$ cat src/verilog/tpo_pkg.sv
package tpo_pkg;

    // Register byte addresses of the path overhead insertion block.
    localparam logic [15:0] ADDR_PATH_CTRL0   = 16'h1983;
    localparam logic [15:0] ADDR_LABEL_VALUE  = 16'h199F;
    localparam logic [15:0] ADDR_TRACE_CTRL   = 16'h19BB;
    localparam logic [15:0] ADDR_TRACE_VALUE  = 16'h1993;
    localparam logic [15:0] ADDR_INS_STATUS   = 16'h19C0;

    // Field positions.
    localparam int          LABEL_SRC_BIT     = 2;
    localparam logic [7:0]  PATH_CTRL0_MASK   = 8'hFD;
    localparam logic [7:0]  TRACE_CTRL_MASK   = 8'h0F;
    localparam logic [7:0]  RESET_BYTE        = 8'h00;

    // Trace byte source selector encodings.
    localparam logic [1:0]  TRACE_SRC_ZERO    = 2'h0;
    localparam logic [1:0]  TRACE_SRC_BUFFER  = 2'h1;
    localparam logic [1:0]  TRACE_SRC_REG     = 2'h2;
    localparam logic [1:0]  TRACE_SRC_SERIAL  = 2'h3;

    // Overhead port timing: byte and label wait in port clock periods, half-period in system clock cycles.
    localparam int          BITS_PER_BYTE     = 8;
    localparam int          LABEL_WAIT_PERIODS = 16;
    localparam int          OH_CLK_DIV        = 4;

    // Slot spacing, counted in overhead port clock periods.
    localparam int          OH_PERIODS_PER_SLOT = 64;

    typedef enum logic [1:0] {
        TPO_ST_IDLE,
        TPO_ST_WAIT,
        TPO_ST_SHIFT
    } tpo_far_state_t;

endpackage : tpo_pkg

$ cat src/verilog/tpo_link_if.sv
`timescale 1ns/10ps
// Overhead port between the framer device and the external inserter.
interface tpo_link_if;
    logic overhead_port_clock;
    logic overhead_slot_enable;
    logic overhead_frame_marker;
    logic overhead_serial_in;

    modport device (
        output overhead_port_clock,
        output overhead_slot_enable,
        output overhead_frame_marker,
        input  overhead_serial_in
    );

    modport inserter (
        input  overhead_port_clock,
        input  overhead_slot_enable,
        input  overhead_frame_marker,
        output overhead_serial_in
    );
endinterface : tpo_link_if

$ cat src/verilog/tpo_device.sv
`timescale 1ns/10ps
module tpo_device #(
    parameter int CLK_DIV = tpo_pkg::OH_CLK_DIV,
    parameter int SLOT_PERIODS = tpo_pkg::OH_PERIODS_PER_SLOT
) (
    input  wire logic        clk,
    input  wire logic        rst,
    tpo_link_if.device       link,
    input  wire logic [15:0] reg_addr,
    input  wire logic [7:0]  reg_wdata,
    input  wire logic        reg_wr,
    input  wire logic        reg_rd,
    output logic      [7:0]  reg_rdata,
    input  wire logic [7:0]  trace_buffer_byte,
    output logic      [7:0]  spe_trace_byte,
    output logic      [7:0]  spe_label_byte,
    output logic             spe_update
);

    logic [7:0]  path_ctrl0_ff;
    logic [7:0]  label_value_ff;
    logic [7:0]  trace_ctrl_ff;
    logic [7:0]  trace_value_ff;
    logic [7:0]  rdata_ff;
    logic [7:0]  div_ff;
    logic        pclk_ff;
    logic [7:0]  period_ff;
    logic [4:0]  bitpos_ff;
    logic        slot_ff;
    logic [1:0]  sin_sync_ff;
    logic [7:0]  shreg_ff;
    logic [7:0]  serial_trace_ff;
    logic [7:0]  serial_label_ff;
    logic [7:0]  trace_out_ff;
    logic [7:0]  label_out_ff;
    logic        upd_ff;
    logic        rise_tick;
    logic [1:0]  cap_dly_ff;
    logic        cap_tick;
    logic        label_serial;
    logic [4:0]  label_last;

    ////////////////////////////////////////////////////////////////////////
    // Register writes; reserved bits are masked so they read zero.
    always_ff @(posedge clk) begin
        if (rst) begin
            path_ctrl0_ff  <= tpo_pkg::RESET_BYTE;
            label_value_ff <= tpo_pkg::RESET_BYTE;
            trace_ctrl_ff  <= tpo_pkg::RESET_BYTE;
            trace_value_ff <= tpo_pkg::RESET_BYTE;
        end else if (reg_wr) begin
            case (reg_addr)
                tpo_pkg::ADDR_PATH_CTRL0:
                    path_ctrl0_ff <= reg_wdata & tpo_pkg::PATH_CTRL0_MASK;
                tpo_pkg::ADDR_LABEL_VALUE:
                    label_value_ff <= reg_wdata;
                tpo_pkg::ADDR_TRACE_CTRL:
                    trace_ctrl_ff <= reg_wdata & tpo_pkg::TRACE_CTRL_MASK;
                tpo_pkg::ADDR_TRACE_VALUE:
                    trace_value_ff <= reg_wdata;
                default: ;
            endcase
        end
    end

    ////////////////////////////////////////////////////////////////////////
    // Read data one cycle after the strobe; unmapped addresses read zero.
    always_ff @(posedge clk) begin
        if (rst) begin
            rdata_ff <= 8'h00;
        end else if (reg_rd) begin
            case (reg_addr)
                tpo_pkg::ADDR_PATH_CTRL0:  rdata_ff <= path_ctrl0_ff;
                tpo_pkg::ADDR_LABEL_VALUE: rdata_ff <= label_value_ff;
                tpo_pkg::ADDR_TRACE_CTRL:  rdata_ff <= trace_ctrl_ff;
                tpo_pkg::ADDR_TRACE_VALUE: rdata_ff <= trace_value_ff;
                tpo_pkg::ADDR_INS_STATUS:  rdata_ff <= trace_out_ff;
                default:                   rdata_ff <= 8'h00;
            endcase
        end else begin
            rdata_ff <= 8'h00;
        end
    end

    assign reg_rdata = rdata_ff;

    ////////////////////////////////////////////////////////////////////////
    // The device makes the port clock by dividing its own clock; it is one
    // domain, so the port edges are simply counter events.
    always_ff @(posedge clk) begin
        if (rst) begin
            div_ff  <= 8'h00;
            pclk_ff <= 1'b0;
        end else if (div_ff == 8'(CLK_DIV - 1)) begin
            div_ff  <= 8'h00;
            pclk_ff <= ~pclk_ff;
        end else begin
            div_ff <= div_ff + 8'h01;
        end
    end

    assign rise_tick = (div_ff == 8'(CLK_DIV - 1)) & ~pclk_ff;

    ////////////////////////////////////////////////////////////////////////
    // Port period counter; markers stand high for period zero of a slot.
    always_ff @(posedge clk) begin
        if (rst) begin
            period_ff <= 8'h00;
            slot_ff   <= 1'b0;
        end else if (rise_tick) begin
            if (period_ff == 8'(SLOT_PERIODS - 1)) begin
                period_ff <= 8'h00;
                slot_ff   <= 1'b1;
            end else begin
                period_ff <= period_ff + 8'h01;
                slot_ff   <= 1'b0;
            end
        end
    end

    assign link.overhead_port_clock   = pclk_ff;
    assign link.overhead_slot_enable  = slot_ff;
    assign link.overhead_frame_marker = slot_ff;

    ////////////////////////////////////////////////////////////////////////
    // Serial input is a pin, so it is resynchronised before sampling.
    // The rise tick is delayed by the same two cycles, so the bit taken is
    // the pin's value at the port clock rise and not an older one.
    always_ff @(posedge clk) begin
        if (rst) begin
            sin_sync_ff <= 2'h0;
            cap_dly_ff  <= 2'h0;
        end else begin
            sin_sync_ff <= {sin_sync_ff[0], link.overhead_serial_in};
            cap_dly_ff  <= {cap_dly_ff[0], rise_tick};
        end
    end

    assign cap_tick     = cap_dly_ff[1];
    assign label_serial = path_ctrl0_ff[tpo_pkg::LABEL_SRC_BIT];
    assign label_last   = 5'(tpo_pkg::LABEL_WAIT_PERIODS
                          + tpo_pkg::BITS_PER_BYTE);

    ////////////////////////////////////////////////////////////////////////
    // Rise number since the marker slot; it saturates so that idle rises
    // late in a long slot never look like a byte position.
    always_ff @(posedge clk) begin
        if (rst) begin
            bitpos_ff <= 5'h1F;
        end else if (rise_tick) begin
            if (slot_ff) begin
                bitpos_ff <= 5'h01;
            end else if (bitpos_ff != 5'h1F) begin
                bitpos_ff <= bitpos_ff + 5'h01;
            end
        end
    end

    ////////////////////////////////////////////////////////////////////////
    // Capture one bit per rise; the byte is taken whole at its last rise,
    // so bits of different frames are never mixed.
    always_ff @(posedge clk) begin
        if (rst) begin
            shreg_ff        <= 8'h00;
            serial_trace_ff <= 8'h00;
            serial_label_ff <= 8'h00;
        end else if (cap_tick) begin
            shreg_ff <= {shreg_ff[6:0], sin_sync_ff[1]};
            if (bitpos_ff == 5'(tpo_pkg::BITS_PER_BYTE) && !label_serial) begin
                serial_trace_ff <= {shreg_ff[6:0], sin_sync_ff[1]};
            end
            if (bitpos_ff == label_last && label_serial) begin
                serial_label_ff <= {shreg_ff[6:0], sin_sync_ff[1]};
            end
        end
    end

    ////////////////////////////////////////////////////////////////////////
    // Per-SPE byte selection, latched once per slot so a byte never
    // changes mid-frame.
    always_ff @(posedge clk) begin
        if (rst) begin
            trace_out_ff <= 8'h00;
            label_out_ff <= 8'h00;
            upd_ff       <= 1'b0;
        end else begin
            upd_ff <= rise_tick & slot_ff;
            if (rise_tick && slot_ff) begin
                case (trace_ctrl_ff[1:0])
                    tpo_pkg::TRACE_SRC_ZERO:   trace_out_ff <= 8'h00;
                    tpo_pkg::TRACE_SRC_BUFFER:
                        trace_out_ff <= trace_buffer_byte;
                    tpo_pkg::TRACE_SRC_REG:    trace_out_ff <= trace_value_ff;
                    tpo_pkg::TRACE_SRC_SERIAL: trace_out_ff <= serial_trace_ff;
                    default:                   trace_out_ff <= 8'h00;
                endcase
                label_out_ff <= label_serial ? serial_label_ff
                                             : label_value_ff;
            end
        end
    end

    assign spe_trace_byte = trace_out_ff;
    assign spe_label_byte = label_out_ff;
    assign spe_update     = upd_ff;

endmodule : tpo_device

$ cat src/flat_wrapper.sv
// flat-port wrapper written by rule: the top's interface ports become plain ports
module tpo_device_flat 
#(
    parameter int CLK_DIV = tpo_pkg::OH_CLK_DIV,
    parameter int SLOT_PERIODS = tpo_pkg::OH_PERIODS_PER_SLOT
)
  (clk, rst, reg_addr, reg_wdata, reg_wr, reg_rd, reg_rdata, trace_buffer_byte, spe_trace_byte, spe_label_byte, spe_update, link_overhead_port_clock, link_overhead_slot_enable, link_overhead_frame_marker, link_overhead_serial_in);
  tpo_link_if link_i ();
  input  wire logic clk;
  input  wire logic rst;
  input  wire logic [15:0] reg_addr;
  input  wire logic [7:0] reg_wdata;
  input  wire logic reg_wr;
  input  wire logic reg_rd;
  output logic      [7:0] reg_rdata;
  input  wire logic [7:0] trace_buffer_byte;
  output logic      [7:0] spe_trace_byte;
  output logic      [7:0] spe_label_byte;
  output logic spe_update;
  output wire logic [$bits(link_i.overhead_port_clock)-1:0] link_overhead_port_clock;
  output wire logic [$bits(link_i.overhead_slot_enable)-1:0] link_overhead_slot_enable;
  output wire logic [$bits(link_i.overhead_frame_marker)-1:0] link_overhead_frame_marker;
  input wire logic [$bits(link_i.overhead_serial_in)-1:0] link_overhead_serial_in;
  assign link_overhead_port_clock = link_i.overhead_port_clock;
  assign link_overhead_slot_enable = link_i.overhead_slot_enable;
  assign link_overhead_frame_marker = link_i.overhead_frame_marker;
  assign link_i.overhead_serial_in = link_overhead_serial_in;
  tpo_device #(.CLK_DIV(CLK_DIV), .SLOT_PERIODS(SLOT_PERIODS)) u_core (.clk(clk), .rst(rst), .link(link_i), .reg_addr(reg_addr), .reg_wdata(reg_wdata), .reg_wr(reg_wr), .reg_rd(reg_rd), .reg_rdata(reg_rdata), .trace_buffer_byte(trace_buffer_byte), .spe_trace_byte(spe_trace_byte), .spe_label_byte(spe_label_byte), .spe_update(spe_update));
endmodule
$ cat config.mk
export PLATFORM = sky130hd
export DESIGN_NAME = tpo_device_flat
export DESIGN_NICKNAME = d
export VERILOG_FILES = /design/src/verilog/tpo_pkg.sv /design/src/verilog/tpo_link_if.sv /design/src/verilog/tpo_device.sv /design/src/flat_wrapper.sv
export SDC_FILE = /design/constraint.sdc
export NUM_CORES = 1
export LEC_CHECK = 0
export BUFFER_PORTS_ARGS = -buffer_cell sky130_fd_sc_hd__buf_4
export CELL_PAD_IN_SITES_DETAIL_PLACEMENT = 0
export CELL_PAD_IN_SITES_GLOBAL_PLACEMENT = 1
export CORE_ASPECT_RATIO = 1.1
export CORE_MARGIN = 1
export CORE_UTILIZATION = 27
export CTS_CLUSTER_SIZE = 16
export DETAILED_ROUTE_END_ITERATION = 16
export PLACE_DENSITY = 0.65
export SETUP_SLACK_MARGIN = 0.1
export SYNTH_ARGS = -nofsm -noshare
export SYNTH_HDL_FRONTEND = slang
export SYNTH_SLANG_ARGS = --single-unit
$ cat constraint.sdc
create_clock -name clk -period 4.02 [get_ports clk]
set_input_delay 0.402 -clock clk [delete_from_list [all_inputs] [get_ports clk]]
set_output_delay 0.402 -clock clk [all_outputs]
set_load 0.005 [all_outputs]
==> impl.org <==
** Outcome
- The flow ran to the end, and the final reports show no timing, DRC or antenna violations.

** Floorplan
- In this run the standard cell core region covers 15,740 sq um.
- Standard-cell rows :: 48
- Top-level I/O count :: 65
- Full die area :: 16,600 sq um
- Die extent in y :: roughly 140 microns
- Effective utilization at floorplan :: 27.61%
- X dimension of the die :: 122.9 microns

** Setup path
- Critical path launch point type :: register
- Required arrival time at the worst endpoint :: 4.25 ns
- Top fanout value on the critical path :: 11
- Critical path type :: reg -> reg
- Arrival time worst endpoint :: 2.63 ns
- Crit. End Element :: register

** Timing
- Setup repair after global routing missed its margin :: no
- Least-Margin Pin Slew :: 0.9037 ns
- Part of the cycle the worst path needs :: between 50 and 60%
- Subtracting the final worst setup slack from the clock period gives approximately 2.4 ns.
- Relative slew slack :: 39.76%
- The final number of max-transition violations is 0.
- For the final routed database, the setup TNS stands at 0 ns.
- Max Fclk :: 417.9 MHz
- The count of final hold-check violations was 0.
- Layout Skew :: a little over 0.008 ns
- Setup violations remaining at the end of the flow were counted as 0.
- The worst path meets setup with 1.627 ns of slack.

** Routing
- Iteration-0 DRC Markers :: between 200 and 300
- In the final routed layout, each cell accounts on average for 15.83 microns.
- DRC Markers :: 0
- Before antenna repair, the detailed router went through 5 iterations.
- Via count :: 3,463
- The final layout contains routed wiring with a total length of 11.37 mm.
- Vias per Instance :: 4.823
- Post-route antenna net violation count :: 0

** Layout
- Sequential standard cell area :: slightly above 2000 sq um
- 0 antenna diodes ended up in the layout.
- Summing all multi-input logic gate instances after layout gives 2137 sq um.
- Synthesis-to-finish area growth :: 21.72%
- Layout cells sized above 1 :: 19.50%
- The final layout contains 555 nets.
- Filler cells :: between 1,500 and 2,000
- Cells fill 33.60% of the core in the end.
- Final standard cell count with taps included and fillers excluded :: ~700

** Synth
- Number of distinct library cells after synthesis :: 51
- Top FF cell, synth :: sky130_fd_sc_hd__dfxtp_1
- For this run, the number of Yosys warnings is 0.
- The cell count after synthesis came out at 464.
- Portion of the post-synthesis area used by sequential elements :: 47.00%
- Average cell area after synthesis :: 9.362 sq um
- The share of synthesized area in the top cell type comes to 47.00%.
- Post-synth EDFFs :: 0
- Post-synth design cell area :: 4344 sq um
- Counting flops with an async set or reset pin after synthesis yields a share of 0%.
- Synthesis inferred 102 register bits.
- Counting every net in the synthesized netlist gives 506.
- The largest total area in the synthesized netlist belongs to sky130_fd_sc_hd__dfxtp_1.
- By area the synthesized netlist is led by sky130_fd_sc_hd__dfxtp_1, sky130_fd_sc_hd__mux2i_1, sky130_fd_sc_hd__nor2_1.

** Flow run
- Number of maximum-capacitance violations :: 0

** Place
- Routability congestion estimate :: 0.7689
- Input and output buffers added on the ports amount to 64.
- Hpwl dp :: 7.814 mm
- Count of placed standard cells including taps :: 702
- Worst Setup Slack post-DPL :: 1.470 ns

** Clock tree
- TritonCTS clock tree :: yes
- Clock Sink Count :: 102
- Clock input transition at the sequential cells of the worst setup and hold paths :: 0.07 ns
- Maximum buffer depth of the clock tree :: 2
- In this run the post-CTS setup repair buffer count came out at 0.
- After clock tree synthesis, the repair step resized 0 gates.
- At the later pin of the worst-skew pair, clock insertion delay measures 0.35 ns.
- The H-tree generated during clock tree synthesis spans 3 levels.
- Hold repair after CTS inserted 0 buffers.
- In this run, CTS created clock tree buffers numbering 9.
- The tree is rooted in a sky130_fd_sc_hd__clkbuf_16.

** Power and ir drop
- Pwr Total :: 0.002033 W
- In this run the power density over the cells is roughly 380 nW/um^2.
- Summed over all cells, the static leakage comes to 1.979 nW.
- IR analysis of the VDD net gives a maximum drop of 229.6 uV.

** GRT
- GR Util All Layers :: 14.42%
- Pin count of the biggest net entering global routing :: 86
- Antenna violations before repair :: 0
- Number of global-route vias before repair :: 3,461
- Summed over all layers, the global routing overflow is 0.
- Global-route wire length before repair :: around 18 mm

** Hold path
- Worst hold-check path type :: in -> reg
[synthesized netlist by cell type (all sizes together), types with 8 or more instances]
master / instances
clkbuf: 17
nor2: 70
a211oi: 16
mux2i: 39
nand2: 28
a21oi: 33
and3: 8
buf: 14
xor2: 8
mux2: 8
dfxtp: 102
a22oi: 17
nand3: 23
[worst paths after layout]
kind | slack, ns | startpoint | cells after the start | endpoint
worst max-delay path | 1.63 | u_core.div_ff[0] | 6 | u_core.bitpos_ff[0]
worst min-delay path | 0.27 | link_overhead_serial_in | 2 | u_core.sin_sync_ff[0]
worst max register to register | 1.63 | u_core.div_ff[0] | 6 | u_core.bitpos_ff[0]
worst min register to register | 0.44 | u_core.div_ff[0] | 1 | u_core.div_ff[0]
[cell type report]
type                    count  share of cell area, %
multi-input cells         325                  40.42
clock buffers              12                  5.040
clock inverters             4                 0.9702
repair buffers             69                  9.797
well taps                 200                  4.733
inverters                   6                 0.4259
flip-flops and latches    102                  38.62
[through the flow]
stage,hold WS (ns),area [sq um]
final,0.2666,5288
after global routing,0.2821,5288
after CTS,0.2585,5288
after detailed placement,0.4325,4970
after global placement,0.4244,4970
after floorplan,0.4130,4344
[cells in the final DEF (no fill, tap or decap), types with 2 or more instances in the layout]
cell,Yosys,layout
sky130_fd_sc_hd__nand3_1,23,23
sky130_fd_sc_hd__clkbuf_8,0,3
sky130_fd_sc_hd__xnor2_1,3,3
sky130_fd_sc_hd__dfxtp_1,102,102
sky130_fd_sc_hd__and3_1,8,8
sky130_fd_sc_hd__nor3_1,3,3
sky130_fd_sc_hd__a21oi_1,33,33
sky130_fd_sc_hd__nand2b_1,3,3
sky130_fd_sc_hd__a22o_1,7,7
sky130_fd_sc_hd__clkbuf_16,0,9
sky130_fd_sc_hd__or4_1,2,2
sky130_fd_sc_hd__nand2_1,28,28
sky130_fd_sc_hd__or3_1,3,3
sky130_fd_sc_hd__and4b_1,2,2
sky130_fd_sc_hd__buf_4,2,69
sky130_fd_sc_hd__a22oi_1,17,17
sky130_fd_sc_hd__mux2i_1,39,39
sky130_fd_sc_hd__nor2b_1,5,5
sky130_fd_sc_hd__nand4b_1,3,3
sky130_fd_sc_hd__a211oi_1,16,16
sky130_fd_sc_hd__o21ai_0,6,6
sky130_fd_sc_hd__nand4_1,4,4
sky130_fd_sc_hd__mux2_2,8,8
sky130_fd_sc_hd__nor2_1,70,70
sky130_fd_sc_hd__and2_1,3,3
sky130_fd_sc_hd__inv_1,6,6
sky130_fd_sc_hd__nor4_4,3,3
sky130_fd_sc_hd__a222oi_1,4,4
sky130_fd_sc_hd__xor2_1,8,8
sky130_fd_sc_hd__ha_1,5,5
[registers in the layout, summed over array words and instances, names as in the netlist, 8 cells and up]
name	cells
u_core.div_ff	8
u_core.label_value_ff	8
u_core.period_ff	8
u_core.reg_rdata	8
u_core.serial_label_ff	8
u_core.serial_trace_ff	8
u_core.spe_label_byte	8
u_core.spe_trace_byte	8
u_core.trace_value_ff	8
[kinds of logic after synthesis]
kind of cell / Yosys count / synth area share, %
AOI/OAI and AO/OA: 91 / 13.85
xor gates and xnor gates: 11 / 2.218
adders and majority gates: 5 / 1.440
buffers and inverters: 37 / 3.802
DFF: 102 / 47.00
muxes: 47 / 11.06
and+or+nand+nor: 171 / 20.62
[worst max-delay path, stage by stage (launching register included)]
cell	delay (ns)
sky130_fd_sc_hd__dfxtp_1	0.34
sky130_fd_sc_hd__ha_1	0.23
sky130_fd_sc_hd__or3b_2	0.50
sky130_fd_sc_hd__or3_1	0.52
sky130_fd_sc_hd__nor2_1	0.26
sky130_fd_sc_hd__a21oi_1	0.10
sky130_fd_sc_hd__or3b_1	0.34
[report_power, final]
part	internal [W]	leakage (nW)	switching [W]
Clock	0.000535	0.155	0.000382
Sequential	0.00102	0.823	0.00000571
Combinational	0.0000413	1.00	0.0000525
Total	0.00159	1.98	0.000441
[per-layer routing]
metal / wire length [microns] / vias up / GRT usage (%)
li1: - / 1756 / -
met2: 5097 / 79 / 21.88
met4: 168 / 0 / 5.217
met3: 568 / 13 / 3.083
met5: 0 / - / 0
met1: 5533 / 1615 / 19.96
No activity file was read; power rests on OpenSTA's default activity.
